<file path="src/logic/vram_refresh_pkg.sv">
// Constants shared by the refresh and wait-state control block
package vram_refresh_pkg;
  // Avalon register byte offsets
  localparam logic [3:0] OFF_CONTROL = 4'h0;
  localparam logic [3:0] OFF_STATUS = 4'h4;
  localparam logic [3:0] OFF_REFRESH_ADDR = 4'h8;
  // Control register fields
  localparam int CTL_STROBE_CFG_LSB = 0;
  localparam int CTL_REFRESH_TYPE = 2;
  localparam int CTL_SCRUB_EN = 3;
  localparam int CTL_LOW_TIME_LSB = 4;
  localparam int CTL_PRECHARGE_LSB = 6;
  localparam int CTL_OUTPUT_TYPE = 8;
  localparam int CTL_WAIT_DELAY_LSB = 9;
  localparam int CTL_BURST_TOGGLE = 11;
  localparam int CTL_WIDTH = 12;
  localparam logic [11:0] CTL_RESET = 12'h002;
  // Status register fields
  localparam int STS_REFRESH = 0;
  localparam int STS_ACCESS = 1;
  localparam int STS_PENDING = 2;
  // Strobe grouping encodings
  localparam logic [1:0] CFG_SINGLE = 2'h0;
  localparam logic [1:0] CFG_PAIRS = 2'h1;
  localparam logic [1:0] CFG_ALL = 2'h2;
  // Offsets added to the 2-bit time fields
  localparam logic [3:0] LOW_TIME_BASE = 4'h2;
  localparam logic [2:0] PRECHARGE_BASE = 3'h1;
  // Timing
  localparam int CLK_HZ = 10_000_000;
  localparam int TIMEBASE_HZ = 2_000_000;
  localparam int TIMEBASE_DIV = CLK_HZ / TIMEBASE_HZ;
  localparam int TIMEBASE_NS = 500;
  localparam int REFRESH_PERIOD_NS = 15_000;
  localparam int REFRESH_TICKS = REFRESH_PERIOD_NS / TIMEBASE_NS;
  localparam int CLEAR_HOLD_NS = 500;
  localparam int CLEAR_HOLD_CYC = (CLEAR_HOLD_NS * (CLK_HZ / 1_000_000)
                                   + 999) / 1000;
  localparam int WAIT_EXTEND_IN_EXTRA = 1;
  // Refresh sequencer states
  typedef enum logic [3:0] {
    ST_IDLE = 4'b0001,
    ST_ANNOUNCE = 4'b0010,
    ST_LOW = 4'b0100,
    ST_PRECHARGE = 4'b1000
  } refresh_state_t;
endpackage

</file>
<file path="src/logic/refresh_timebase.sv">
// Internal timebase divider and refresh request clock
`timescale 1ns/1ps
`default_nettype none
module refresh_timebase #(
  parameter int DIV = 5,
  parameter int TICKS = 30
) (
  input wire logic clock,
  input wire logic rst_n,
  input wire logic clear,
  output logic tick,
  output logic refresh_due
);
  logic [7:0] div_q;
  logic [7:0] period_q;
  wire div_end = (div_q == 8'(DIV - 1));
  wire period_end = (period_q == 8'(TICKS - 1));

  always_ff @(posedge clock or negedge rst_n) begin
    if (!rst_n) begin
      div_q <= 8'h00;
      period_q <= 8'h00;
      tick <= 1'b0;
      refresh_due <= 1'b0;
    end else if (clear) begin
      div_q <= 8'h00;
      period_q <= 8'h00;
      tick <= 1'b0;
      refresh_due <= 1'b0;
    end else begin
      div_q <= div_end ? 8'h00 : div_q + 8'h01;
      tick <= div_end;
      if (div_end) begin
        period_q <= period_end ? 8'h00 : period_q + 8'h01;
      end
      refresh_due <= div_end && period_end;
    end
  end
endmodule
`default_nettype wire

</file>
<file path="src/logic/vram_refresh_wait_control.sv">
// Refresh sequencer, scrub strobes and CPU wait/acknowledge output
//
// Behaviour
// - Staggered refresh asserts strobes singly, in pairs, or all, one edge apart.
// - Each staggered strobe group holds for the low time, then negates alone.
// - Scrubbing is chosen by config when the refresh type is all-strobe.
// - Scrubbing never runs together with staggered refresh.
// - Scrub column strobe group comes from counter bank bits and config.
// - Address counter is 24 bits (11/11/2) or 22 bits (10/10/2).
// - Counter orders bank, column, row; row in the low bits.
// - Only all-strobe refresh may be extended; staggered never.
// - Extend input resampled each edge; refresh lasts until found low.
// - External request with disable negated clears the address counter.
// - Request then disable held gives a clear and back-to-back refreshes.
// - Request held one timebase period clears the request clock and counter.
// - Wait while precharge, refresh, programmed waits, extend-in or bad grant.
// - Output type bit picks active-low wait or data acknowledge.
// - Wait asserts at access start, negates after programmed edges.
// - After wait negates, it may toggle following the column enables.
// - Access end keeps wait negated until the next access.
// - Acknowledge asserts programmed edges after the strobe start event.
// - Acknowledge may toggle following column enables in burst accesses.
// - Access end negates acknowledge until the next access.
// - Refresh in progress asserts one clock before the first row strobe.
// - Address counter increments once all refresh row strobes negate.
//
// The register offsets and the Avalon-MM slave port are this design's own decisions.
`timescale 1ns/1ps
`default_nettype none
module vram_refresh_wait_control
  import vram_refresh_pkg::*;
#(
  parameter int ADDR_W = 24,
  parameter int STROBES = 4
) (
  input wire logic clock,
  input wire logic rst_n,
  input wire logic [3:0] address,
  input wire logic read,
  input wire logic write,
  input wire logic [31:0] writedata,
  output logic [31:0] readdata,
  output logic waitrequest,
  input wire logic ext_refresh_request_n,
  input wire logic refresh_disable_n,
  input wire logic extend_refresh,
  input wire logic access_request_n,
  input wire logic chip_select_n,
  input wire logic wait_extend_in_n,
  input wire logic second_port_grant_n,
  input wire logic [STROBES-1:0] byte_column_enable_n,
  output logic [STROBES-1:0] row_strobe_n,
  output logic [STROBES-1:0] column_strobe_n,
  output logic refresh_in_progress_n,
  output logic wait_ack_n,
  output logic [ADDR_W-1:0] refresh_addr
);
  localparam int SW = 7 + STROBES;

  // Pins pass two flip-flops before use
  logic [SW-1:0] sync1_q;
  logic [SW-1:0] sync2_q;
  wire [SW-1:0] pins_raw = {byte_column_enable_n, second_port_grant_n,
    wait_extend_in_n, chip_select_n, access_request_n, extend_refresh,
    refresh_disable_n, ext_refresh_request_n};

  always_ff @(posedge clock or negedge rst_n) begin
    if (!rst_n) begin
      sync1_q <= '1;
      sync2_q <= '1;
    end else begin
      sync1_q <= pins_raw;
      sync2_q <= sync1_q;
    end
  end

  wire ext_req = !sync2_q[0];
  wire disable_on = !sync2_q[1];
  wire extend_on = sync2_q[2];
  wire acc_req = !sync2_q[3];
  wire chip_sel = !sync2_q[4];
  wire wait_extend_in_on = !sync2_q[5];
  wire grant_ok = !sync2_q[6];
  wire byte_column_enable_all_off = &sync2_q[SW-1:7];

  // Control register and bus slave
  logic [CTL_WIDTH-1:0] ctl_q;
  logic waitrequest_q;
  wire req = read || write;
  wire wr_take = write && !waitrequest_q;

  wire [1:0] strobe_cfg = ctl_q[CTL_STROBE_CFG_LSB +: 2];
  wire staggered = ctl_q[CTL_REFRESH_TYPE];
  wire scrub_ok = ctl_q[CTL_SCRUB_EN] && !staggered;
  wire [3:0] low_time = {2'b00, ctl_q[CTL_LOW_TIME_LSB +: 2]} + LOW_TIME_BASE;
  wire [2:0] pre_time = {1'b0, ctl_q[CTL_PRECHARGE_LSB +: 2]} + PRECHARGE_BASE;
  wire ack_mode = ctl_q[CTL_OUTPUT_TYPE];
  wire [1:0] wait_delay = ctl_q[CTL_WAIT_DELAY_LSB +: 2];
  wire burst_en = ctl_q[CTL_BURST_TOGGLE];

  // Refresh request clock clearing
  logic [3:0] hold_q;
  logic clk_clear_q;
  logic tick;
  logic refresh_due;
  wire clear_cond = ext_req && !disable_on;
  wire hold_full = (hold_q == 4'(CLEAR_HOLD_CYC - 1));

  always_ff @(posedge clock or negedge rst_n) begin
    if (!rst_n) begin
      hold_q <= 4'h0;
      clk_clear_q <= 1'b0;
    end else begin
      hold_q <= (clear_cond && !hold_full) ? hold_q + 4'h1 : 4'h0;
      clk_clear_q <= clear_cond && hold_full;
    end
  end

  refresh_timebase #(
    .DIV(TIMEBASE_DIV),
    .TICKS(REFRESH_TICKS)
  ) u_timebase (
    .clock(clock),
    .rst_n(rst_n),
    .clear(clk_clear_q),
    .tick(tick),
    .refresh_due(refresh_due)
  );

  // Strobe start offset per grouping
  function automatic logic [3:0] strobe_offset(input logic [1:0] cfg,
                                               input int idx);
    case (cfg)
      CFG_SINGLE: strobe_offset = 4'(idx);
      CFG_PAIRS: strobe_offset = 4'(idx / 2);
      default: strobe_offset = 4'h0;
    endcase
  endfunction

  // Refresh sequencer
  refresh_state_t state_q;
  refresh_state_t state_d;
  logic [3:0] step_q;
  logic [3:0] step_d;
  logic [2:0] pre_q;
  logic pending_q;
  logic access_q;
  logic [ADDR_W-1:0] addr_q;

  wire [1:0] eff_cfg = staggered ? strobe_cfg : CFG_ALL;
  wire [3:0] max_off = strobe_offset(eff_cfg, STROBES - 1);
  wire [3:0] last_step = max_off + low_time - 4'h1;
  wire at_end = (step_q == last_step);
  wire extending = !staggered && extend_on;
  wire acc_start = chip_sel && acc_req && !access_q;
  wire start_ok = pending_q && !access_q && !acc_start;
  wire refresh_done = (state_q == ST_LOW) && at_end && !extending;
  wire pending_set = (refresh_due && !disable_on)
                     || (ext_req && disable_on);

  always_comb begin
    state_d = state_q;
    step_d = step_q;
    case (state_q)
      ST_IDLE: begin
        if (start_ok) begin
          state_d = ST_ANNOUNCE;
        end
      end
      ST_ANNOUNCE: begin
        state_d = ST_LOW;
        step_d = 4'h0;
      end
      ST_LOW: begin
        if (refresh_done) begin
          state_d = ST_PRECHARGE;
        end else if (!at_end) begin
          step_d = step_q + 4'h1;
        end
      end
      ST_PRECHARGE: begin
        if (pre_q == 3'h1) begin
          state_d = ST_IDLE;
        end
      end
      default: state_d = ST_IDLE;
    endcase
  end

  always_ff @(posedge clock or negedge rst_n) begin
    if (!rst_n) begin
      state_q <= ST_IDLE;
      step_q <= 4'h0;
    end else begin
      state_q <= state_d;
      step_q <= step_d;
    end
  end

  always_ff @(posedge clock or negedge rst_n) begin
    if (!rst_n) begin
      pre_q <= 3'h0;
    end else if (refresh_done) begin
      pre_q <= pre_time;
    end else if (pre_q != 3'h0) begin
      pre_q <= pre_q - 3'h1;
    end
  end

  // Set wins over the clear at the end of a refresh
  always_ff @(posedge clock or negedge rst_n) begin
    if (!rst_n) begin
      pending_q <= 1'b0;
    end else begin
      pending_q <= pending_set || (pending_q && !refresh_done);
    end
  end

  // Refresh address counter: bank, column, row from msb down
  always_ff @(posedge clock or negedge rst_n) begin
    if (!rst_n) begin
      addr_q <= '0;
    end else if (clear_cond) begin
      addr_q <= '0;
    end else if (refresh_done) begin
      addr_q <= addr_q + ADDR_W'(1);
    end
  end

  // Row and column strobe decode from the next sequencer state
  wire low_next = (state_d == ST_LOW);
  wire [1:0] bank = addr_q[ADDR_W-1 -: 2];
  logic [STROBES-1:0] row_on_d;
  logic [STROBES-1:0] col_on_d;
  logic [STROBES-1:0] scrub_mask;

  always_comb begin
    case (strobe_cfg)
      CFG_SINGLE: scrub_mask = STROBES'(1) << bank;
      CFG_PAIRS: scrub_mask = bank[0] ? STROBES'(4'hc) : STROBES'(4'h3);
      default: scrub_mask = '1;
    endcase
  end

  genvar gi;
  generate
    for (gi = 0; gi < STROBES; gi++) begin : g_strobe
      wire [3:0] off = strobe_offset(eff_cfg, gi);
      // Extension holds the step, so all strobes stay low together
      assign row_on_d[gi] = low_next && (step_d >= off)
                            && (step_d < off + low_time);
      assign col_on_d[gi] = low_next && scrub_ok
                            && scrub_mask[gi];
    end
  endgenerate

  always_ff @(posedge clock or negedge rst_n) begin
    if (!rst_n) begin
      row_strobe_n <= '1;
      column_strobe_n <= '1;
      refresh_in_progress_n <= 1'b1;
      refresh_addr <= '0;
    end else begin
      row_strobe_n <= ~row_on_d;
      column_strobe_n <= ~col_on_d;
      refresh_in_progress_n <= !(state_d == ST_ANNOUNCE
                                 || state_d == ST_LOW);
      refresh_addr <= addr_q;
    end
  end

  // Access tracking and wait counting
  logic [2:0] wcnt_q;
  logic done_q;
  wire blocked = (state_q != ST_IDLE) || (pre_q != 3'h0)
                 || !grant_ok;
  wire [2:0] target = {1'b0, wait_delay}
                      + (wait_extend_in_on ? 3'(WAIT_EXTEND_IN_EXTRA) : 3'h0);
  wire in_access = (access_q || acc_start) && acc_req;
  // Acknowledge counts from the strobe start, so blocking stalls it
  // Start cycle is never ready, so wait shows even with a zero delay
  wire count_en = access_q && acc_req
                  && (!ack_mode || !blocked);
  wire ready = access_q && acc_req && !blocked
               && (wcnt_q >= target);
  wire burst_gap = burst_en && done_q && byte_column_enable_all_off;

  always_ff @(posedge clock or negedge rst_n) begin
    if (!rst_n) begin
      access_q <= 1'b0;
      wcnt_q <= 3'h0;
      done_q <= 1'b0;
    end else if (!in_access) begin
      access_q <= 1'b0;
      wcnt_q <= 3'h0;
      done_q <= 1'b0;
    end else begin
      access_q <= 1'b1;
      if (count_en && wcnt_q != 3'h7) begin
        wcnt_q <= wcnt_q + 3'h1;
      end
      done_q <= done_q || ready;
    end
  end

  // Toggling in bursts follows the column enables once released
  wire wait_on = in_access && (!(ready || done_q) || burst_gap);
  wire ack_on = in_access && (ready || done_q) && !burst_gap;

  always_ff @(posedge clock or negedge rst_n) begin
    if (!rst_n) begin
      wait_ack_n <= 1'b1;
    end else begin
      // Negated whenever no access is active
      wait_ack_n <= ack_mode ? !ack_on : !wait_on;
    end
  end

  // Bus slave: one wait cycle, then the answer
  wire [31:0] status_word = {29'h0, pending_q, access_q,
                             state_q != ST_IDLE};
  wire [31:0] read_mux = (address == OFF_CONTROL) ? 32'(ctl_q)
                       : (address == OFF_STATUS) ? status_word
                       : (address == OFF_REFRESH_ADDR) ? 32'(addr_q)
                       : 32'h0000_0000;

  always_ff @(posedge clock or negedge rst_n) begin
    if (!rst_n) begin
      waitrequest_q <= 1'b1;
      readdata <= 32'h0000_0000;
      ctl_q <= CTL_RESET;
    end else begin
      waitrequest_q <= !(req && waitrequest_q);
      if (read && waitrequest_q) begin
        readdata <= read_mux;
      end
      if (wr_take && address == OFF_CONTROL) begin
        ctl_q <= writedata[CTL_WIDTH-1:0];
      end
    end
  end

  assign waitrequest = waitrequest_q;
endmodule
`default_nettype wire

</file>
<file path="config.mk">
export PLATFORM = sky130hd
export DESIGN_NAME = vram_refresh_wait_control
export DESIGN_NICKNAME = d
export VERILOG_FILES = /design/src/logic/vram_refresh_pkg.sv /design/src/logic/refresh_timebase.sv /design/src/logic/vram_refresh_wait_control.sv
export SDC_FILE = /design/constraint.sdc
export NUM_CORES = 1
export LEC_CHECK = 0
export ABC_AREA = 1
export BUFFER_PORTS_ARGS = -buffer_cell sky130_fd_sc_hd__buf_2
export CORE_MARGIN = 2
export CORE_UTILIZATION = 50
export CTS_CLUSTER_SIZE = 25
export DETAILED_ROUTE_END_ITERATION = 6
export GPL_ROUTABILITY_DRIVEN = 0
export PLACE_DENSITY = 0.72
export RECOVER_POWER = 50
export SLEW_MARGIN = 10
export SYNTH_ARGS = -nofsm -noshare
export SYNTH_HDL_FRONTEND = slang
export SYNTH_SLANG_ARGS = --single-unit
export TNS_END_PERCENT = 1
</file>
<file path="constraint.sdc">
create_clock -name clock -period 9.58 [get_ports clock]
set_input_delay 1.916 -clock clock [delete_from_list [all_inputs] [get_ports clock]]
set_output_delay 1.916 -clock clock [all_outputs]
set_load 0.05 [all_outputs]
</file>
==> results by group, run 1 <==
Clocking
  • Post_cts resized: 0
  • Clock transition at the registers of the reported paths: 60 ps
  • Clk_lat worst skew: 430 ps
  • Max Root-Sink Buffers: 2
  • Maximum level of the CTS H-tree: 4
  • Clock Sinks: 156
  • Hold Buf Count CTS: 0
  • Number of buffers added for setup after CTS: 0
  • CTS tree: built
  • Root buf cell: clkbuf_16
  • CTS Buf Count: 17

Worst setup path
  • Critical path depth in cells: 2
  • Buf+Inv Stages, Crit Path: 2
  • R2R Path End: addr_q[11]
  • Largest stage delay, worst path: between 2000 and 2500 ps
  • Top delay family on crit path: buffers and inverters
  • Worst path cell trace: clkbuf_1, buf_4
  • CP startpoint kind: input port
  • Worst Path Max Fanout: between 80 and 90
  • Critical path required time: around 10000 ps
  • Flop-to-flop setup slack: between 5000 and 6000 ps
  • Worst Path Arrival: 5600 ps
  • Crit Path Class: in2async
  • Reg2Reg Depth: 15
  • RR Startpoint: ctl_q[2]
  • Setup crit end: step_q[3]
  • Setup crit end kind: async pin
  • Crit-path slowest cell: clkbuf_1
  • Crit. Startpoint: rst_n

STA
  • RSZ-0062 raised after global routing: no
  • Final setup violation count: 0
  • Setup TNS: 0 ps
  • Final Critical Period: 5210 ps
  • Fin. Hold Viols: 0
  • Slew @ Worst Pin: 3590 ps
  • Clock skew: 8.88 ps
  • Final Max Slew Viols: 80
  • Final period util: 54.4%
  • Worst rel slew slack: -139%
  • Fmax: 0.192 GHz

Drt
  • DRC Markers: 0
  • DR WL/cell: 14.6 um
  • ANT nets after route: 0
  • First DRT Iteration DRCs: 387
  • Via/cell ratio: 5.25
  • First-pass DRT Iterations: 5
  • Via count: 5691
  • Post-Route WL: 15.8 mm

Cells and area
  • Area Overhead vs Synth: 15.4%
  • Layout cells sized above 1: 15.1%
  • Final Non-Filler Cells: 1083
  • ANT cells: 0
  • Nets: 976
  • Fillers: 1278
  • Fin area: 8380 um2

Run status
  • Failing checks: max-capacitance violations, max-slew violations
  • Status: finished with violations

Die
  • I/O pin count: 118
  • Die X: approximately 120 um
  • Core area: 14400 um2
  • Starting Density: between 50% and 60%
  • Die Span Y: 124 um
  • Die area: approximately 15000 um2
  • Row count: 44

Global route
  • Number of antenna violations at the first check in global routing: 0
  • First-pass GRT wire length: 26.7 mm
  • GRT Util Overall: 21.5%
  • Largest net degree at the start of global routing: 89
  • Number of global-route vias before repair: 5460
  • Total global routing overflow: 0

Power and ir drop
  • Pwr dens: 225 nW/um2
  • Peak VDD IR: about 180 uV
  • Leakage: 4.01 nW

Synth
  • Gate Count Post-Synth: 790
  • Post-synthesis cell area: just over 7000 um2
  • Number of synthesized flops with an enable pin: 0
  • Seq/Total Area, Yosys: between 50% and 60%
  • Ys flop type: dfrtp_1
  • Post-synth top area share: 41.7%
  • Synth Register Bits: 156
  • Most common cell in the netlist: nand2_1
  • Post-synth cell types: 44
  • Ys async rst share: 100%
  • Main area contributors after synthesis: dfrtp_1 (42%), dfstp_2 (13%), nand2_1 (8.5%)
  • Synth area leader: dfrtp_1
  • Most common library cells after synthesis: nand2_1 (165), dfrtp_1 (121), inv_1 (106)
  • Warnings from Yosys: 0
  • Syn Area/Cell: approximately 9.2 um2

Placed design
  • Port Buffers: 89
  • Hpwl dp: around 11 mm
  • DP Area: just under 8000 um2
  • Placed Instances: 1051

Min path
  • Worst Hold Launch: sync1_q[5]
  • Hold path cells: 0
  • Worst min path class: reg2reg

Run
  • Max-cap viol count: 2
## where the power goes
part           leakage, nW  internal (mW)  switching (mW)
sequential            1.97          0.747          0.0569
combinational         1.76          0.139           0.303
clock                0.274          0.382           0.253
total                 4.01           1.27           0.614
## worst min path at each step
| stage | to | slack (ps) |
|---|---|---|
| after global placement | sync2_q[1] | 350 |
| after CTS | sync2_q[5] | 350 |
| final | sync2_q[5] | 350 |
| after global routing | sync2_q[5] | 350 |
| after detailed placement | sync2_q[10] | 350 |
| after floorplan | sync2_q[0] | 350 |
## final cells by class
class                           instances  area (um2)  area share, %
Clock buffer                           27         536           6.39
Clock inverter                          5        30.0          0.359
Inverter                              109         409           4.88
Multi-Input combinational cell        511        2800           33.5
Sequential cell                       156        3950           47.1
Tap cell                              184         230           2.75
Timing Repair Buffer                   91         419           5.00
## metrics by stage
stage          power [mW]  hold WS, ps  setup slack, ps  utilization [%]
2_1_floorplan        1.14          345             6280                -
3_3_place_gp         1.24          345             5700             54.8
3_5_place_dp         1.26          347             5670             54.8
5_1_grt              2.00          352             3470             58.3
4_1_cts              1.90          355             5770             58.7
6_report             1.88          353             4370             58.3
## per-layer routing
layer  wire (um)  share of wire, %  global-route usage (%)  vias to the layer above
met5           0                 0                       0                        -
met4         209               1.3                    7.01                        0
met3         889               5.6                    5.15                       18
met2        7470                47                    33.3                      181
met1        7280                46                    30.1                     2716
li1            -                 -                       -                     2776
## cell families after synthesis
logic type	Yosys count	share of synthesized area [%]
xor gates and xnor gates	12	1.45
DFF	156	54.4
and+or+nand+nor	333	20.1
AOI/OAI and AO/OA	114	9.07
other	1	0.0517
muxes	5	0.776
adders and majority gates	39	6.93
buffers and inverters	130	7.19
## placed cells by master (no fill, tap or decap), drive strengths merged, types with 4 or more instances in the layout
| cell type | n |
|---|---|
| nor3 | 27 |
| a21oi | 40 |
| o31ai | 13 |
| dfrtp | 121 |
| clkbuf | 60 |
| nand3 | 43 |
| nand2 | 166 |
| nor2 | 70 |
| dfstp | 35 |
| ha | 37 |
| o22ai | 4 |
| xor2 | 10 |
| nor4 | 9 |
| o21ai | 36 |
| a31oi | 10 |
| inv | 107 |
| buf | 58 |
| clkinv | 5 |
| nand4 | 14 |
| mux2 | 5 |
| conb | 8 |
## state kept, by name (all words and copies together), names as in the netlist, 3 cells and up
signal               count
u_timebase.period_q      8
readdata                24
u_timebase.div_q         8
ctl_q                   12
wcnt_q                   3
row_strobe_n             4
pre_q                    3
refresh_addr            24
hold_q                   4
sync2_q                 11
column_strobe_n          4
state_q                  4
sync1_q                 11
addr_q                  24
step_q                   4
Note: power is estimated with default switching activity, not from simulation.
==> run 2, diff against run 1 <==
--- a/config.mk
+++ b/config.mk
@@ -12,7 +12,7 @@
 export CTS_CLUSTER_SIZE = 25
 export DETAILED_ROUTE_END_ITERATION = 6
 export GPL_ROUTABILITY_DRIVEN = 0
-export PLACE_DENSITY = 0.72
+export PLACE_DENSITY = 0.75
 export RECOVER_POWER = 50
 export SLEW_MARGIN = 10
 export SYNTH_ARGS = -nofsm -noshare
==> constraint.sdc (replaced) <==
create_clock -name clock -period 4.6 [get_ports clock]
set_input_delay 0.92 -clock clock [delete_from_list [all_inputs] [get_ports clock]]
set_output_delay 0.92 -clock clock [all_outputs]
set_load 0.05 [all_outputs]
==> results by group, run 2 (same netlist as run 1, synthesis figures left out) <==
Run status
  • Status: finished with violations
  • Failing checks: max-capacitance violations, max-slew violations

STA
  • Worst rel slew slack: -72.2%
  • Final setup violation count: 0
  • Slew @ Worst Pin: approximately 2600 ps
  • Setup TNS: 0 ps
  • Setup ws final: between 1000 and 1500 ps
  • RSZ-0062 raised after global routing: no
  • Final Max Slew Viols: approximately 120
  • Fmax: approximately 0.28 GHz
  • Fin. Hold Viols: 0
  • Final period util: 77.3%
  • Final Critical Period: 3550 ps
  • Clock skew: 4.55 ps

Clocking
  • Hold Buf Count CTS: 0
  • Clock Sinks: 156
  • Root buf cell: clkbuf_16
  • CTS Buf Count: 17
  • CTS tree: built
  • Post_cts resized: 0
  • Max Root-Sink Buffers: 2
  • Clk_lat worst skew: 420 ps
  • Number of buffers added for setup after CTS: 0
  • Maximum level of the CTS H-tree: 4
  • Clock transition at the registers of the reported paths: 60 ps

Drt
  • DRC Markers: 0
  • First DRT Iteration DRCs: between 300 and 400
  • ANT nets after route: 0
  • First-pass DRT Iterations: 5
  • DR WL/cell: 14.5 um
  • Post-Route WL: between 15 and 20 mm
  • Via count: 5624
  • Via/cell ratio: ~5.2

Cells and area
  • Layout Utilization: about three fifths
  • Commonest cells after routing, fill and taps aside: nand2_1 (165), dfrtp_1 (121), inv_1 (106)
  • Commonest non-fill, non-tap cell in the layout: nand2_1
  • Area Overhead vs Synth: 16.6%
  • Final Non-Filler Cells: 1085
  • Layout cells sized above 1: between 15 and 20%
  • ANT cells: 0
  • Fillers: 1243
  • Top flop regs: addr_q x24, readdata x24, refresh_addr x24
  • Nets: 978

Worst setup path
  • Setup crit end kind: flip-flop
  • Largest stage delay, worst path: 570 ps
  • CP startpoint kind: flip-flop
  • Worst Path Arrival: 3860 ps
  • Worst Path Max Fanout: 16
  • CP dominant cell by count: nand2_1
  • Reg2Reg Depth: 15
  • Critical path required time: 4900 ps
  • Crit Path Class: reg2reg
  • RR Startpoint: ctl_q[1]
  • Crit-path slowest cell: dfstp_2
  • Flop-to-flop setup slack: 1050 ps
  • R2R Path End: addr_q[11]
  • Worst path cell trace: nor2_1, inv_1, nor2_1, buf_4, fa_1, inv_1, ha_1, xor2_1, nand2_1, a21oi_2, nand4_4, nand2_1, nand2_1, o21ai_0, a21oi_1

Min path
  • Worst min path class: reg2reg
  • Worst Hold Launch: sync1_q[7]
  • Hold EP: sync2_q[7]
  • Hold path cells: 0

Power and ir drop
  • Pwr dens: 470 nW/um2
  • Leakage: 4.16 nW
  • Power Total: 3.97 mW
  • Peak VDD IR: around 260 uV

Die
  • Die area: about 15000 um2
  • Starting Density: 50.5%
  • Die X: 124 um
  • I/O pin count: 118
  • Die Span Y: ~120 um
  • Core area: 14400 um2
  • Row count: 44

Placed design
  • Hpwl dp: 11.0 mm
  • Place WS: 1090 ps
  • Placed Instances: 1053
  • Port Buffers: 89

Global route
  • Number of global-route vias before repair: 5355
  • Number of antenna violations at the first check in global routing: 0
  • Largest net degree at the start of global routing: roughly 110
  • Total global routing overflow: 0
  • First-pass GRT wire length: 26.3 mm
  • GRT Util Overall: 21.2%

Run
  • Max-cap viol count: 2
-- run 2: changes by cell type in the layout (fill, tap and decap cells not counted), sizes merged --
cell      before  now
buf           58   91
bufinv         0    2
clkbuf        60   21
clkinvlp       2    5
inv          107  110
-- run 2: report_power, final --
group / internal [mW] / switching [mW]
Combinational: 0.292 / 0.624
Sequential: 1.56 / 0.124
Clock: 0.816 / 0.561
-- run 2: layout make-up --
class / count / area (um2) / area share, %
clock buffers: 19 / 443 / 5.23
clock inverters: 13 / 141 / 1.67
inverters: 109 / 409 / 4.84
multi-input cells: 511 / 2800 / 33.1
flip-flops and latches: 156 / 3950 / 46.7
well taps: 184 / 230 / 2.72
repair buffers: 93 / 487 / 5.75
-- run 2: through the flow --
stage | hold slack [ps] | area, um2
finish | 355 | 8460
global route | 358 | 8460
CTS | 356 | 8480
detailed placement | 347 | 7900
global placement | 346 | 7900
floorplan | 345 | 7280
-- run 2: how the worst max path moves through the flow --
stage | from | end | slack [ps] | cells past startpoint
global placement | ctl_q[1] | row_strobe_n[2] | 1140 | 18
floorplan | ctl_q[2] | row_strobe_n[2] | 1300 | 18
CTS | ctl_q[1] | row_strobe_n[2] | 1070 | 18
finish | ctl_q[1] | addr_q[11] | 1050 | 15
detailed placement | ctl_q[1] | addr_q[11] | 1090 | 15
global route | ctl_q[1] | addr_q[11] | 750 | 17
-- run 2: worst max-delay path, delay by kind of cell (launching register included) --
kind / cells / cell delay [ps]
flops: 1 / 570
buf+inv: 3 / 300
simple gates: 6 / 1060
compound gates: 3 / 540
fa+ha+maj: 2 / 810
xor+xnor: 1 / 140
-- run 2: routing by layer --
| layer | part of all wire (%) | wire (um) | track usage (%) | up-vias |
|---|---|---|---|---|
| met2 | 47 | 7440 | 33.3 | 144 |
| met4 | 1.4 | 219 | 8.53 | 0 |
| li1 | - | - | - | 2787 |
| met3 | 4.6 | 727 | 4.38 | 17 |
| met5 | 0 | 0 | 0 | - |
| met1 | 47 | 7320 | 29.1 | 2676 |
==> run 3, diff against run 2 <==
--- a/config.mk
+++ b/config.mk
@@ -12,7 +12,7 @@
 export CTS_CLUSTER_SIZE = 25
 export DETAILED_ROUTE_END_ITERATION = 6
 export GPL_ROUTABILITY_DRIVEN = 0
-export PLACE_DENSITY = 0.75
+export PLACE_DENSITY = 0.72
 export RECOVER_POWER = 50
 export SLEW_MARGIN = 10
 export SYNTH_ARGS = -nofsm -noshare
==> constraint.sdc (replaced) <==
create_clock -name clock -period 3.5 [get_ports clock]
set_input_delay 0.7 -clock clock [delete_from_list [all_inputs] [get_ports clock]]
set_output_delay 0.7 -clock clock [all_outputs]
set_load 0.05 [all_outputs]
==> results by group, run 3 (same netlist as run 1, synthesis figures left out) <==
Min path
  • Worst min path class: reg2reg
  • Worst Hold Launch: sync1_q[5]

STA
  • Final Critical Period: about 3300 ps
  • Slew @ Worst Pin: 1930 ps
  • Fmax: 0.307 GHz
  • Clock skew: 7.14 ps
  • Final setup violation count: 0
  • Final period util: 93.1%
  • Hold WS: ~350 ps
  • Worst rel slew slack: -28.4%
  • RSZ-0062 raised after global routing: yes
  • Final Max Slew Viols: 79
  • Fin. Hold Viols: 0
  • Setup TNS: 0 ps

Die
  • Die X: 124 um
  • Die Span Y: 124 um
  • Row count: 44
  • Die area: 15500 um2
  • Core area: 14400 um2
  • Starting Density: 50.5%
  • I/O pin count: 118

Worst setup path
  • Critical path required time: around 3800 ps
  • Worst Path Arrival: 3590 ps
  • Top delay family on crit path: adder cells
  • Worst path cell trace: nor2_2, ha_1, fa_1, inv_1, ha_1, inv_1, nand2_1, nand2_1, nand2_1, a21oi_4, nand2_2, nand3_1, nand2_1, nand2_1, inv_2, ha_1, a211oi_1, nand3_1
  • Crit-path slowest cell: dfstp_2
  • Worst Path Max Fanout: 6
  • RR Startpoint: ctl_q[1]
  • Buf+Inv Stages, Crit Path: 3
  • CP startpoint kind: flip-flop
  • Setup crit end kind: flip-flop
  • Crit. Startpoint: ctl_q[1]
  • Crit Path Class: reg2reg
  • Largest stage delay, worst path: ~570 ps
  • CP dominant cell by count: nand2_1

Run status
  • Status: finished with violations
  • Failing checks: max-capacitance violations, max-slew violations

Clocking
  • Max Root-Sink Buffers: 2
  • Clock transition at the registers of the reported paths: about 60 ps
  • CTS Buf Count: 17
  • Root buf cell: clkbuf_16
  • Maximum level of the CTS H-tree: 4
  • Clock Sinks: 156
  • CTS tree: built
  • Clk_lat worst skew: 420 ps

Cells and area
  • Commonest cells after routing, fill and taps aside: nand2_1 (163), dfrtp_1 (121), inv_1 (105)
  • Layout cells sized above 1: 20.5%
  • ANT cells: 0
  • Area Overhead vs Synth: 17.4%
  • Commonest non-fill, non-tap cell in the layout: nand2_1
  • Nets: 989
  • Multi-input combinational cell area: 2840 um2
  • Register area: 3950 um2
  • Layout Utilization: between 50 and 60%
  • Top flop regs: addr_q x24, readdata x24, refresh_addr x24
  • Fillers: 1250

Drt
  • First DRT Iteration DRCs: 376
  • Via/cell ratio: 5.23
  • First-pass DRT Iterations: 5
  • ANT nets after route: 0
  • Via count: 5734
  • DRC Markers: 0
  • Post-Route WL: roughly 16 mm
  • DR WL/cell: approximately 15 um

Power and ir drop
  • Peak VDD IR: around 430 uV
  • Pwr dens: 608 nW/um2
  • Leakage: 4.20 nW

Global route
  • Number of antenna violations at the first check in global routing: 0
  • Largest net degree at the start of global routing: roughly 80
  • GRT Util Overall: 22.2%
  • Total global routing overflow: 0
  • First-pass GRT wire length: 27.7 mm
  • Number of global-route vias before repair: 5627

Run
  • Max-cap viol count: 1

Placed design
  • Port Buffers: 89
  • Hpwl dp: 11.4 mm
[run 3: cell types whose count changed in the layout (fill, tap and decap cells not counted), sizes merged]
cell	delta
buf	+8
clkbuf	+8
bufinv	-2
clkinvlp	-4
inv	+1
[run 3: repair_timing]
action	CTS	global route
resized for setup	0	6
endpoints found under the setup margin	0	11
buffers inserted	0	1
hold buffers	0	0
[run 3: layout make-up]
type | instances | area share [%]
clock buffers | 24 | 5.77
clock inverters | 8 | 0.661
inverters | 109 | 4.80
multi-input cells | 511 | 33.3
flip-flops and latches | 156 | 46.3
well taps | 184 | 2.70
repair buffers | 104 | 6.41
[run 3: metal layers]
metal / up-vias / track usage (%) / share of wire, %
li1: 2804 / - / -
met1: 2754 / 31.8 / 46
met2: 163 / 34.5 / 47
met3: 13 / 3.87 / 5.0
met4: 0 / 7.60 / 1.3
met5: - / 0 / 0
[run 3: final timing paths]
kind                                   end  slack, ps  depth (start not counted)
max reg2reg                row_strobe_n[3]        240                         18
max in group asynchronous       addr_q[16]        970                          2
max                        row_strobe_n[3]        240                         18
min                             sync2_q[5]        350                          0
min reg2reg                     sync2_q[5]        350                          0
min in group asynchronous         ctl_q[0]        780                          1
[run 3: where the power goes]
part	internal [mW]	switching (mW)
Clock	0.986	0.720
Sequential	2.04	0.160
Combinational	0.405	0.863
[run 3: through the flow]
| step | cells | power (mW) | setup WS (ps) | instance area, um2 |
|---|---|---|---|---|
| 2_1_floorplan | 797 | 3.13 | 204 | 7280 |
| 6_report | 1096 | 5.18 | 243 | 8520 |
| 5_1_grt | 1096 | 5.49 | -15.6 | 8520 |
| 3_3_place_gp | 1063 | 3.42 | 132 | 7960 |
| 4_1_cts | 1095 | 5.18 | 44.2 | 8510 |
| 3_5_place_dp | 1063 | 3.46 | 72.9 | 7960 |
